[src/hdl/ppt_pkg.sv]
package ppt_pkg;

   // Core clock rate and period
   localparam int CLK_MHZ       = 40;
   localparam int CLK_PERIOD_NS = 25;

   // Register offsets on the management port
   localparam logic [15:0] INTERLEAVE_CONFIG_OFS           = 16'h0489;
   localparam logic [15:0] SLEEP_REQUEST_TIMER_CONTROL_OFS = 16'h0493;
   localparam logic [15:0] JABBER_TIMEOUT_CONFIG_OFS       = 16'h0496;
   localparam logic [15:0] COMPLIANCE_SYMBOL_CONTROL_OFS   = 16'h0497;
   localparam logic [15:0] WAKE_ON_LAN_CONFIG_OFS          = 16'h04a0;

   // Values after reset
   localparam logic [15:0] INTERLEAVE_RST = 16'h0001;
   localparam logic [15:0] SLEEP_RST      = 16'h0014;
   localparam logic [15:0] JABBER_RST     = 16'h044c;
   localparam logic [15:0] COMPLIANCE_RST = 16'h01c0;
   localparam logic [15:0] WOL_RST        = 16'h1000;
   localparam logic [7:0]  TM1_COUNT_RST  = 8'h3a;

   // Bits that software may change; the rest hold their reset value
   localparam logic [15:0] INTERLEAVE_WMASK = 16'h0007;
   localparam logic [15:0] SLEEP_WMASK      = 16'hffff;
   localparam logic [15:0] JABBER_WMASK     = 16'h07ff;
   localparam logic [15:0] COMPLIANCE_WMASK = 16'h03ff;
   localparam logic [15:0] WOL_WMASK        = 16'hf7ff;

   // Field positions
   localparam int IL_DETECT_BIT    = 0;
   localparam int IL_ENABLE_BIT    = 1;
   localparam int IL_FORCE_BIT     = 2;
   localparam int SLEEP_SEL_LSB    = 4;
   localparam int JABBER_W         = 11;
   localparam int TM1_LSB          = 4;
   localparam int TM1_W            = 6;
   localparam int WOL_MAGIC_BIT    = 0;
   localparam int WOL_PATTERN_BIT  = 1;
   localparam int WOL_SECURE_BIT   = 5;
   localparam int WOL_MASK_BIT     = 6;
   localparam int WOL_ENABLE_BIT   = 7;
   localparam int WOL_LEVEL_BIT    = 8;
   localparam int WOL_PULSE_LSB    = 9;
   localparam int WOL_CLEAR_BIT    = 11;
   localparam int WOL_CRC_GATE_BIT = 12;
   localparam int WOL_SFD_BIT      = 13;
   localparam int WOL_SWAP_LSB     = 14;

   // Sleep-request timer durations
   localparam int SLEEP_T0_US  = 400;
   localparam int SLEEP_T1_US  = 1000;
   localparam int SLEEP_T2_US  = 4000;
   localparam int SLEEP_T3_US  = 8000;
   localparam int SLEEP_T0_CYC = SLEEP_T0_US * CLK_MHZ;
   localparam int SLEEP_T1_CYC = SLEEP_T1_US * CLK_MHZ;
   localparam int SLEEP_T2_CYC = SLEEP_T2_US * CLK_MHZ;
   localparam int SLEEP_T3_CYC = SLEEP_T3_US * CLK_MHZ;
   localparam int SLEEP_CNT_W  = 19;

   // Jabber timeout counts in microsecond ticks
   localparam int JAB_TICK_NS  = 1000;
   localparam int JAB_TICK_CYC = JAB_TICK_NS / CLK_PERIOD_NS;
   localparam int JAB_DIV_W    = 6;

   // Wake pulse width is given in cycles of a 100 MHz reference
   localparam int WAKE_REF_MHZ    = 100;
   localparam int WAKE_PULSE_BASE = 8;
   localparam int WAKE_CNT_W      = 5;

   // Jabber watcher states, Gray coded along idle, watch, trip
   typedef enum logic [1:0] {
      PPT_JAB_IDLE  = 2'b00,
      PPT_JAB_WATCH = 2'b01,
      PPT_JAB_TRIP  = 2'b11
   } ppt_jab_state_t;

   // Decoded configuration handed to the datapath
   typedef struct packed {
      logic                 force_interleave;
      logic                 interleave_en;
      logic                 interleave_detect_en;
      logic [1:0]           sleep_sel;
      logic [JABBER_W-1:0]  jabber_timeout_us;
      logic [TM1_W-1:0]     tm1_field;
      logic [1:0]           nibble_swap;
      logic                 sfd_alt;
      logic                 crc_gate;
      logic [1:0]           pulse_sel;
      logic                 level_mode;
      logic                 wol_en;
      logic                 bit_mask;
      logic                 secure_on;
      logic                 pattern_en;
      logic                 magic_en;
   } ppt_cfg_t;

   // Wake events reported at the end of a received frame
   typedef struct packed {
      logic magic;
      logic pattern;
      logic bad_crc;
   } ppt_wake_evt_t;

   // Sleep timer state
   typedef struct packed {
      logic [SLEEP_CNT_W-1:0] count;
      logic                   done;
   } ppt_timer_state_t;

   // Register bank state
   typedef struct packed {
      logic [15:0]           interleave;
      logic [15:0]           sleep;
      logic [15:0]           jabber;
      logic [15:0]           compliance;
      logic [15:0]           wake_on_lan;
      logic [15:0]           rdata;
      logic                  tx_interleave;
      logic [7:0]            tm1_count;
      ppt_jab_state_t        jstate;
      logic [JAB_DIV_W-1:0]  jdiv;
      logic [JABBER_W-1:0]   jcount;
      logic                  jabber_flag;
      logic                  wake_level;
      logic [WAKE_CNT_W-1:0] pulse_cnt;
      logic                  wake_out;
   } ppt_state_t;

   // Wake pulse length in core cycles, rounded up
   function automatic logic [WAKE_CNT_W-1:0] ppt_pulse_cycles(input logic [1:0] sel);
      int ns;
      ns = (WAKE_PULSE_BASE << sel) * 1000 / WAKE_REF_MHZ;
      return WAKE_CNT_W'((ns + CLK_PERIOD_NS - 1) / CLK_PERIOD_NS);
   endfunction

endpackage

[src/hdl/ppt_timer.sv]
module ppt_timer
   import ppt_pkg::*;
(
   input  logic                   clock_i,  // Core clock
   input  logic                   srst_i,   // Synchronous reset
   input  logic                   run_i,    // Timer runs while high
   input  logic [SLEEP_CNT_W-1:0] limit_i,  // Cycles to count
   output logic                   done_o    // High once limit reached
);

   ppt_timer_state_t cur;  // Registered state
   ppt_timer_state_t nxt;  // Next state

   // Count while running; dropping run restarts from zero
   always_comb begin
      nxt = cur;
      if (!run_i) begin
         nxt.count = '0;
         nxt.done  = 1'b0;
      end else if (cur.count >= limit_i) begin
         // Hold at the limit so done stays until run drops
         nxt.done = 1'b1;
      end else begin
         nxt.count = cur.count + 1'b1;
      end
   end

   // State register
   always_ff @(posedge clock_i) begin
      if (srst_i) begin
         cur <= '0;
      end else begin
         cur <= nxt;
      end
   end

   assign done_o = cur.done;

endmodule

[src/hdl/ppt_regs.sv]
// The plain strobed port was chosen for this implementation.
module ppt_regs
   import ppt_pkg::*;
#(
   parameter int unsigned SLEEP_T0_CYCLES = SLEEP_T0_CYC,  // Sleep timer, code 00
   parameter int unsigned SLEEP_T1_CYCLES = SLEEP_T1_CYC,  // Sleep timer, code 01
   parameter int unsigned SLEEP_T2_CYCLES = SLEEP_T2_CYC,  // Sleep timer, code 10
   parameter int unsigned SLEEP_T3_CYCLES = SLEEP_T3_CYC   // Sleep timer, code 11
)
(
   input  logic          clock_i,               // Core clock
   input  logic          srst_i,                // Synchronous reset
   input  logic [15:0]   addr_i,                // Register address
   input  logic [15:0]   wdata_i,               // Write data
   input  logic          wr_i,                  // Write strobe
   input  logic          rd_i,                  // Read strobe
   output logic [15:0]   rdata_o,               // Read data, cycle after strobe
   input  logic          rx_interleave_seen_i,  // Receive side found interleave
   output logic          tx_interleave_o,       // Transmit in interleaved form
   output logic          interleave_detect_en_o,// Receive detection allowed
   input  logic          sleep_request_i,       // Sleep request pending
   output logic          sleep_timer_done_o,    // Sleep request timer elapsed
   input  logic          line_active_i,         // Continuous line activity
   output logic          jabber_o,              // Jabber condition
   output logic [7:0]    tm1_symbol_count_o,    // Test Mode 1 symbol count
   input  ppt_wake_evt_t wake_evt_i,            // Frame-end wake events
   output logic          wake_indication_o,     // Wake indication line
   output ppt_cfg_t      cfg_o                  // Decoded configuration
);

   ppt_state_t             cur;         // Registered state
   ppt_state_t             nxt;         // Next state
   ppt_cfg_t               cfg;         // Decoded view of current registers
   logic [SLEEP_CNT_W-1:0] sleep_limit; // Selected sleep duration
   logic                   wake_event;  // Qualified wake event
   logic                   wake_clear;  // Software clear of level indication

   // Address match used by both read and write decode
   function automatic logic hit(input logic [15:0] addr, input logic [15:0] ofs);
      return addr == ofs;
   endfunction

   // Writable bits take new data, fixed bits keep their reset value
   function automatic logic [15:0] merge(input logic [15:0] wd,
                                         input logic [15:0] rst,
                                         input logic [15:0] mask);
      return (wd & mask) | (rst & ~mask);
   endfunction

   // Decode register fields for the rest of the logic
   always_comb begin
      cfg.force_interleave     = cur.interleave[IL_FORCE_BIT];
      cfg.interleave_en        = cur.interleave[IL_ENABLE_BIT];
      cfg.interleave_detect_en = cur.interleave[IL_DETECT_BIT];
      cfg.sleep_sel            = cur.sleep[SLEEP_SEL_LSB +: 2];
      cfg.jabber_timeout_us    = cur.jabber[JABBER_W-1:0];
      cfg.tm1_field            = cur.compliance[TM1_LSB +: TM1_W];
      cfg.nibble_swap          = cur.wake_on_lan[WOL_SWAP_LSB +: 2];
      cfg.sfd_alt              = cur.wake_on_lan[WOL_SFD_BIT];
      cfg.crc_gate             = cur.wake_on_lan[WOL_CRC_GATE_BIT];
      cfg.pulse_sel            = cur.wake_on_lan[WOL_PULSE_LSB +: 2];
      cfg.level_mode           = cur.wake_on_lan[WOL_LEVEL_BIT];
      cfg.wol_en               = cur.wake_on_lan[WOL_ENABLE_BIT];
      cfg.bit_mask             = cur.wake_on_lan[WOL_MASK_BIT];
      cfg.secure_on            = cur.wake_on_lan[WOL_SECURE_BIT];
      cfg.pattern_en           = cur.wake_on_lan[WOL_PATTERN_BIT];
      cfg.magic_en             = cur.wake_on_lan[WOL_MAGIC_BIT];
   end

   // Sleep duration select
   always_comb begin
      case (cfg.sleep_sel)
         2'b00: begin
            sleep_limit = SLEEP_CNT_W'(SLEEP_T0_CYCLES);
         end
         2'b01: begin
            sleep_limit = SLEEP_CNT_W'(SLEEP_T1_CYCLES);
         end
         2'b10: begin
            sleep_limit = SLEEP_CNT_W'(SLEEP_T2_CYCLES);
         end
         default: begin
            sleep_limit = SLEEP_CNT_W'(SLEEP_T3_CYCLES);
         end
      endcase
   end

   // Sleep-request timer; restarts whenever the request drops
   ppt_timer u_sleep_timer (
      .clock_i (clock_i),
      .srst_i  (srst_i),
      .run_i   (sleep_request_i),
      .limit_i (sleep_limit),
      .done_o  (sleep_timer_done_o)
   );

   // Wake event qualification; a bad frame is dropped only while gated
   always_comb begin
      wake_event = cfg.wol_en
                 & ((wake_evt_i.magic & cfg.magic_en) | (wake_evt_i.pattern & cfg.pattern_en))
                 & ~(cfg.crc_gate & wake_evt_i.bad_crc);
      wake_clear = wr_i & hit(addr_i, WAKE_ON_LAN_CONFIG_OFS) & wdata_i[WOL_CLEAR_BIT]
                 & cfg.level_mode;
   end

   // Next-state logic for registers, read port, jabber and wake
   always_comb begin
      nxt = cur;

      // Register writes; fixed bits never move
      if (wr_i) begin
         if (hit(addr_i, INTERLEAVE_CONFIG_OFS)) begin
            nxt.interleave = merge(wdata_i, INTERLEAVE_RST, INTERLEAVE_WMASK);
         end
         if (hit(addr_i, SLEEP_REQUEST_TIMER_CONTROL_OFS)) begin
            nxt.sleep = merge(wdata_i, SLEEP_RST, SLEEP_WMASK);
         end
         if (hit(addr_i, JABBER_TIMEOUT_CONFIG_OFS)) begin
            nxt.jabber = merge(wdata_i, JABBER_RST, JABBER_WMASK);
         end
         if (hit(addr_i, COMPLIANCE_SYMBOL_CONTROL_OFS)) begin
            nxt.compliance = merge(wdata_i, COMPLIANCE_RST, COMPLIANCE_WMASK);
         end
         if (hit(addr_i, WAKE_ON_LAN_CONFIG_OFS)) begin
            // Clear bit is self-clearing, so it is never stored
            nxt.wake_on_lan = merge(wdata_i, WOL_RST, WOL_WMASK);
         end
      end

      // Read data stands for one cycle only, zero otherwise
      nxt.rdata = '0;
      if (rd_i) begin
         if (hit(addr_i, INTERLEAVE_CONFIG_OFS)) begin
            nxt.rdata = cur.interleave;
         end else if (hit(addr_i, SLEEP_REQUEST_TIMER_CONTROL_OFS)) begin
            nxt.rdata = cur.sleep;
         end else if (hit(addr_i, JABBER_TIMEOUT_CONFIG_OFS)) begin
            nxt.rdata = cur.jabber;
         end else if (hit(addr_i, COMPLIANCE_SYMBOL_CONTROL_OFS)) begin
            nxt.rdata = cur.compliance;
         end else if (hit(addr_i, WAKE_ON_LAN_CONFIG_OFS)) begin
            nxt.rdata = cur.wake_on_lan;
         end else begin
            // Unmapped address reads as zero
            nxt.rdata = '0;
         end
      end

      // Transmit interleave: forced, or follows the receive side while interleave is enabled
      nxt.tx_interleave = cfg.force_interleave
                        | (cfg.interleave_en & rx_interleave_seen_i);

      // Symbol count is 2*field + 2, at most 128
      nxt.tm1_count = {1'b0, cfg.tm1_field, 1'b0} + 8'h02;

      // Jabber watcher counts microsecond ticks of unbroken activity
      case (cur.jstate)
         PPT_JAB_IDLE: begin
            nxt.jdiv   = '0;
            nxt.jcount = '0;
            if (line_active_i) begin
               nxt.jstate = PPT_JAB_WATCH;
            end
         end
         PPT_JAB_WATCH: begin
            if (!line_active_i) begin
               nxt.jstate = PPT_JAB_IDLE;
            end else if (cur.jdiv == JAB_DIV_W'(JAB_TICK_CYC - 1)) begin
               // One microsecond has passed
               nxt.jdiv = '0;
               if ({1'b0, cur.jcount} + 12'h001 >= {1'b0, cfg.jabber_timeout_us}) begin
                  nxt.jstate = PPT_JAB_TRIP;
               end else begin
                  nxt.jcount = cur.jcount + 1'b1;
               end
            end else begin
               nxt.jdiv = cur.jdiv + 1'b1;
            end
         end
         PPT_JAB_TRIP: begin
            // Held until the activity stops
            if (!line_active_i) begin
               nxt.jstate = PPT_JAB_IDLE;
            end
         end
         default: begin
            nxt.jstate = PPT_JAB_IDLE;
         end
      endcase
      nxt.jabber_flag = (nxt.jstate == PPT_JAB_TRIP);

      // Level mode: event wins over a clear in the same cycle
      if (cfg.level_mode) begin
         nxt.wake_level = (cur.wake_level & ~wake_clear) | wake_event;
         nxt.pulse_cnt  = '0;
      end else begin
         // Pulse mode: a new event restarts the full width
         nxt.wake_level = 1'b0;
         if (wake_event) begin
            nxt.pulse_cnt = ppt_pulse_cycles(cfg.pulse_sel);
         end else if (cur.pulse_cnt != '0) begin
            nxt.pulse_cnt = cur.pulse_cnt - 1'b1;
         end
      end
      nxt.wake_out = cfg.level_mode ? nxt.wake_level : (nxt.pulse_cnt != '0);
   end

   // State register; reset loads documented defaults
   always_ff @(posedge clock_i) begin
      if (srst_i) begin
         cur            <= '0;
         cur.interleave <= INTERLEAVE_RST;
         cur.sleep      <= SLEEP_RST;
         cur.jabber     <= JABBER_RST;
         cur.compliance <= COMPLIANCE_RST;
         cur.wake_on_lan        <= WOL_RST;
         cur.tm1_count  <= TM1_COUNT_RST;
         cur.jstate     <= PPT_JAB_IDLE;
      end else begin
         cur <= nxt;
      end
   end

   // Outputs, all from flip-flops
   assign rdata_o                = cur.rdata;
   assign tx_interleave_o        = cur.tx_interleave;
   assign interleave_detect_en_o = cur.interleave[IL_DETECT_BIT];
   assign jabber_o               = cur.jabber_flag;
   assign tm1_symbol_count_o     = cur.tm1_count;
   assign wake_indication_o      = cur.wake_out;
   assign cfg_o                  = cfg;

endmodule

[config.mk]
export PLATFORM = sky130hd
export DESIGN_NAME = ppt_regs
export DESIGN_NICKNAME = d
export VERILOG_FILES = /design/src/hdl/ppt_pkg.sv /design/src/hdl/ppt_timer.sv /design/src/hdl/ppt_regs.sv
export SDC_FILE = /design/constraint.sdc
export NUM_CORES = 1
export LEC_CHECK = 0
export BUFFER_PORTS_ARGS = -buffer_cell sky130_fd_sc_hd__buf_2
export CORE_ASPECT_RATIO = 1.25
export CORE_UTILIZATION = 35
export DETAILED_ROUTE_END_ITERATION = 10
export RECOVER_POWER = 100
export SYNTH_ARGS = -nofsm -noshare
export SYNTH_HDL_FRONTEND = slang
export SYNTH_SLANG_ARGS = --single-unit
[constraint.sdc]
create_clock -name clock_i -period 9.2 [get_ports clock_i]
set_clock_uncertainty 0.1 [all_clocks]
set_input_delay 1.84 -clock clock_i [delete_from_list [all_inputs] [get_ports clock_i]]
set_output_delay 1.84 -clock clock_i [all_outputs]
set_load 0.01 [all_outputs]
### Word level (Yosys, flattened, before mapping)

Cells that the tools add are included.

* input port bits: 42
* output and inout port bits: 63
* logic and storage cells: 99
* register bits after elaboration: 127

* $lt $le $gt $ge: 2
* shift operators: 1
* div/mod/pow operators: 2
* $mul: 1
* add/sub/neg operators: 8
* bitwise gates (word level): 17
* equality and inequality tests: 14
* muxes and demuxes: 21
* reduce and logical (&&, ||, !) cells: 15

Operator list (number)
* $eq A16 B11 Y1 const B: 5
* $mux W16: 4
* $pmux W19 S3: 1
* $pmux W17 S2: 1
* $add A32 B6 Y32 const B: 1
* $div A32 B6 Y32 const B: 1
* $div A32 B8 Y32 const B: 1
* $mul A32 B8 Y29 const B: 1
* $shl A4 B2 Y32 const A: 1
* $sub A32 B2 Y32 const B: 1
* $mux W11: 2
* $add A19 B1 Y19 const B: 1
* $ge A19 B19 Y1: 1
* $mux W17: 1
* $add A11 B1 Y12 const B: 1
* $ge A12 B11 Y1: 1
* $mux W6: 2
* $reduce_and A2 Y1: 6
* $add A11 B1 Y11 const B: 1
* $and A1 B1 Y1: 10
* $mux W2: 5
* $mux W5: 2
* $reduce_bool A5 Y1: 2
* $add A7 B2 Y8 const B: 1
* 16 further kinds: 28

### Logic depth before layout (Yosys ltp)

* word-level depth: 10
* depth in mapped cells: 36
* depth with buffers taken out: 33

### By module

From an unflattened synthesis, not the netlist that was laid out.

* cell total of the unflattened synthesis: 1232
* area total of the unflattened synthesis: 9287.7 um^2

By module, submodules not included
* ppt_regs: area each 7856.3 um^2, instances 1, cells each 1049, seq. area each 2122.0 um^2
* ppt_timer: area each 1431.4 um^2, instances 1, cells each 183, seq. area each 400.4 um^2

### Worst setup path after synthesis

No wires, ideal clock.

* kind: register -> register
* start point: register cur (netlist bit cfg_o[6])
* end point: register cur[4] (netlist name)
* data arrival time: 7.047 ns
* setup time: 0.070 ns
* slack: 1.983 ns
* data required time: 9.030 ns
* buffers on the path: 2
* stages on the path, launching flop included: 34
* period minus slack after synthesis: 7.217 ns
* cell sequence: dfxtp_1 inv_1 ha_1 inv_1 clkbuf_1 ha_1 xor2_1 fa_1 ha_1 ha_1 o21ba_2 and3_1 o21a_1 or4_4 a31oi_1 mux2_2 and2_1 buf_2 a31o_2 a211oi_2 a211oi_2 inv_1 ha_1 o21ai_0 o21ai_0 o21ai_0 nor2_1 ha_1 nand2_1 nor2_1 nor4_1 nand2_1 a211o_1 o2bb2ai_1

* cells in the longest elaborated chain, start to end: 8

Ends and longest elaborated chain
* start: declaration: RTL line ppt_regs.sv:31 `ppt_state_t cur;`
* start signal: assignment: RTL line ppt_regs.sv:220 `cur <= nxt;`
* $shl A4 B2 Y32: RTL line ppt_pkg.sv:132 `ns = (WAKE_PULSE_BASE << sel) * 1000 / WAKE_REF_MHZ;`
* $mul A32 B8 Y29: RTL line ppt_pkg.sv:132
* $div A32 B8 Y32: RTL line ppt_pkg.sv:132
* $add A32 B6 Y32: RTL line ppt_pkg.sv:133 `return WAKE_CNT_W'((ns + CLK_PERIOD_NS - 1) / CLK_PERIOD_NS);`
* $sub A32 B2 Y32: RTL line ppt_pkg.sv:133
* $div A32 B6 Y32: RTL line ppt_pkg.sv:133
* $mux W5: RTL line ppt_regs.sv:199 `if (wake_event) begin`
* $mux W6: RTL line ppt_regs.sv:193 `if (cfg.level_mode) begin`

No other way between the ends.
A chain may end at the register's enable or synchronous reset.

### Final worst setup path

* start point: register cur (netlist bit cfg_o[7])
* end point: register cur[4] (netlist name)

Same word-level chain as after synthesis.

==> key figures <==
Drt
  • Vias per cell: 5.43
  • First-pass iteration count of the detailed router: 5
  • Via Count: 8363
  • DR DRC count: 0
  • DR iter-0 viols: 594
  • WL/cell: 17.1 µm
  • Detailed Route WL: 26.4 mm
  • Detail Route Antenna Nets: 0

Clocking
  • Clk root buf: clkbuf_16
  • Clk buf depth: 2
  • Post_cts resized: 0
  • H-tree lvl count: 4
  • Reg clk slew, reported paths: 0.06 ns
  • CTS Buf Count: 17
  • # hold bufs at CTS: 0
  • TritonCTS clock tree: yes
  • Setup Fix Bufs, Post-CTS: 0
  • Worst-skew pair later-pin latency: 0.41 ns
  • TritonCTS Sinks: 126

Power and ir drop
  • VDD IR-drop max: 0.000126 V
  • PwrDens: 138 nW/µm²
  • Sequential Power Share: 0.417
  • Sw Share: 0.241
  • NetSw: 0.327 mW
  • Power Internal: 1.03 mW
  • Clock Power Share: 0.494
  • Leak: 3.71 nW
  • Comb power frac: 0.089

Global route
  • Vias in the first global route: 8001
  • Total gr overflow: 0
  • Initial antenna violation count: 1
  • Total GRT Usage: 0.207
  • First-pass GRT wire length: 42.5 mm
  • Largest net degree at the start of global routing: 64

Timing
  • FMAX: 0.121 GHz
  • TNS Setup: 0 ns
  • Setup-failing EPs final: 0
  • Final slew viol count: 64
  • RSZ-0062 raised after global routing: no
  • Hold Violations, Final: 0
  • Final min period: 8.24 ns
  • Measured slew at the worst slew-check pin: 3.16 ns
  • Period utilisation layout: 0.896
  • Normalized max-slew margin: -1.11

Layout
  • Final #Nets: 1306
  • Area occupied by registers: 2520 µm²
  • Area occupied by multi-input gates: 5560 µm²
  • Layout Utilization: 0.398
  • Design area: 9850 µm²
  • Area Overhead vs Synth: 10.5%
  • Layout cells sized above 1: 0.100
  • Fill count: 2574

Setup path
  • Worst-path fanout max: 14
  • CP startpoint kind: register
  • WP data required: 9.44 ns
  • Critical path data arrival time: 8.48 ns
  • Crit Path Category: reg -> reg
  • Worst reg2reg endpoint: cur[4]
  • CP peak stage delay: 0.76 ns
  • Crit end category: register
  • Reg2reg setup slack: 0.96 ns
  • Worst Reg-to-Reg Cells: 31
  • Worst reg2reg path startpoint: cfg_o[7]
  • CP max-delay cell: o21ai_0
  • Critical Path Most Common Cell: ha_1

Synthesis
  • Share of Yosys cell area claimed by the top area cell type: 0.283
  • Asr flop ratio synth: 0
  • Yosys warns: 0
  • Area leader, netlist: dfxtp_1
  • Most common flop cell mapped by yosys: dfxtp_1
  • Post-Syn Area: 8920 µm²
  • EDFF count, synth: 0
  • Synth cell types: 84
  • Ranking of synthesized cells by area: dfxtp_1 (28%), ha_1 (9.1%), nand2_1 (7.9%)
  • Mean Syn Cell Area: 7.64 µm²
  • Register bit total from synthesis: 126
  • Register area share after synthesis: 0.283
  • Post-Syn Instances: 1167

Die
  • Horiz. Die Dim: 145 µm
  • Initial Util: 0.360
  • Placeable core area: 24700 µm²
  • # IOs: 105
  • Die area: 26100 µm²
  • Die height: 180 µm
  • Site row count: 64

Min path
  • Type of the most critical hold path: reg -> reg
  • Hold depth: 2
  • Hold path startpoint: cur[103]
  • Hold endpoint: cur[103]

Placement
  • Post-placement cell area: 9350 µm²
  • Post-DP HPWL: 19.8 mm
  • Final GP Congestion: 0.976
  • IO Port Bufs: 103

Status
  • Status: complete, but fails checks
  • Failing checks: capacitance limit, slew limit

Flow run
  • Max-cap violations: 1
-- placed cells by master (no fill, tap or decap), types with 9 or more instances in the layout --
cell / synthesis / routed
a31oi_1: 11 / 11
a21o_1: 16 / 16
a221oi_1: 9 / 9
nand4_1: 14 / 14
nand2b_1: 9 / 9
nor4_1: 15 / 14
or3_1: 15 / 15
and3_1: 14 / 14
ha_1: 65 / 65
nor3_1: 25 / 25
mux2i_1: 11 / 11
a21oi_1: 97 / 97
xnor2_1: 32 / 32
nor2_1: 75 / 75
inv_1: 54 / 54
xor2_1: 15 / 15
clkbuf_1: 47 / 68
and2_0: 2 / 9
clkbuf_16: 0 / 17
a22oi_1: 11 / 11
o211ai_1: 9 / 9
and2_1: 19 / 12
buf_2: 3 / 41
buf_4: 58 / 15
o21ai_0: 42 / 43
nand3_1: 45 / 45
dfxtp_1: 126 / 126
nand2_1: 187 / 187
-- synth_stat cells (5+ instances only) --
cell type	count
ha_1	65
nor2_1	75
o21ai_1	7
inv_1	54
nor4_1	15
a211oi_1	6
nor2b_1	8
o21ai_0	42
nand2_1	187
nand2b_1	9
buf_4	58
xnor2_1	32
or3_1	15
a22oi_1	11
and2_1	19
xor2_1	15
o31ai_1	7
a21boi_0	5
a221oi_1	9
nor3_1	25
nand3_1	45
a21o_1	16
dfxtp_1	126
o211ai_1	9
clkbuf_1	47
and3_1	14
a31oi_1	11
o21a_1	8
a21oi_1	97
nand4_1	14
mux2i_1	11
-- cells by family (layout without fill, tap and decap cells) --
| family | after synthesis | count (layout) | share of synthesized area |
|---|---|---|---|
| and+or+nand+nor | 462 | 462 | 0.251 |
| AOI/OAI and AO/OA | 284 | 284 | 0.213 |
| buffers and inverters | 166 | 207 | 0.0947 |
| DFF | 126 | 126 | 0.283 |
| adders and majority gates | 67 | 67 | 0.0957 |
| xor gates and xnor gates | 47 | 47 | 0.0462 |
| muxes | 13 | 13 | 0.0149 |
| other | 2 | 5 | 0.000842 |
-- registers in the layout, indices dropped and copies added (netlist names) --
signal                count
cur                      46
cfg_o                    34
u_sleep_timer.cur        19
rdata_o                  16
tm1_symbol_count_o        7
jabber_o                  1
tx_interleave_o           1
u_sleep_timer.done_o      1
wake_indication_o         1
-- critical path: cells and delay by family (launching register included) --
family,cells,cell delay (ns)
flip-flops,1,0.38
buffers and inverters,3,0.53
AND/OR/NAND/NOR,7,0.79
adder cells (fa/ha/maj),7,2.54
XOR/XNOR,1,0.17
AO/OA/AOI/OAI,13,3.67
-- stage by stage --
stage	hold WS, ns	std cells	power [mW]	setup WS (ns)
finish	0.354	1541	1.35	0.960
global route	0.373	1541	1.41	0.466
CTS	0.353	1540	1.37	1.34
detailed placement	0.344	1508	0.697	1.38
global placement	0.338	1508	0.697	1.56
floorplan	0.324	1169	0.659	1.98
-- cell type report --
cell class,count,area share
diodes,1,0.000254
clock buffers,21,0.0447
clock inverters,11,0.0145
inverters,55,0.0210
multi-input cells,877,0.565
flip-flops and latches,126,0.256
well taps,330,0.0419
repair buffers,120,0.0567
-- per-layer routing --
metal / GRT usage / vias up / part of all wire
met5: 0 / - / 0
met4: 0.0771 / 0 / 0.027
met3: 0.0404 / 46 / 0.059
met2: 0.358 / 265 / 0.49
met1: 0.249 / 3924 / 0.42
li1: - / 4128 / -
-- power groups by stage --
stage / logic [mW] / registers, mW / clock network (mW)
6_report: 0.121 / 0.565 / 0.669
5_1_grt: 0.139 / 0.565 / 0.706
4_1_cts: 0.123 / 0.564 / 0.681
3_5_place_dp: 0.122 / 0.576 / 0
3_3_place_gp: 0.121 / 0.576 / 0
2_1_floorplan: 0.0854 / 0.574 / 0
-- worst max path at each step --
stage / start / end / slack (ns) / cells past startpoint
global route: cfg_o[7] / cur[4] / 0.47 / 30
finish: cfg_o[7] / cur[4] / 0.96 / 31
floorplan: cfg_o[6] / cur[4] / 1.98 / 33
global placement: cfg_o[7] / cur[4] / 1.56 / 31
CTS: cfg_o[7] / cur[4] / 1.34 / 31
detailed placement: cfg_o[7] / cur[4] / 1.38 / 31
Power figures use the tool's default switching activity.
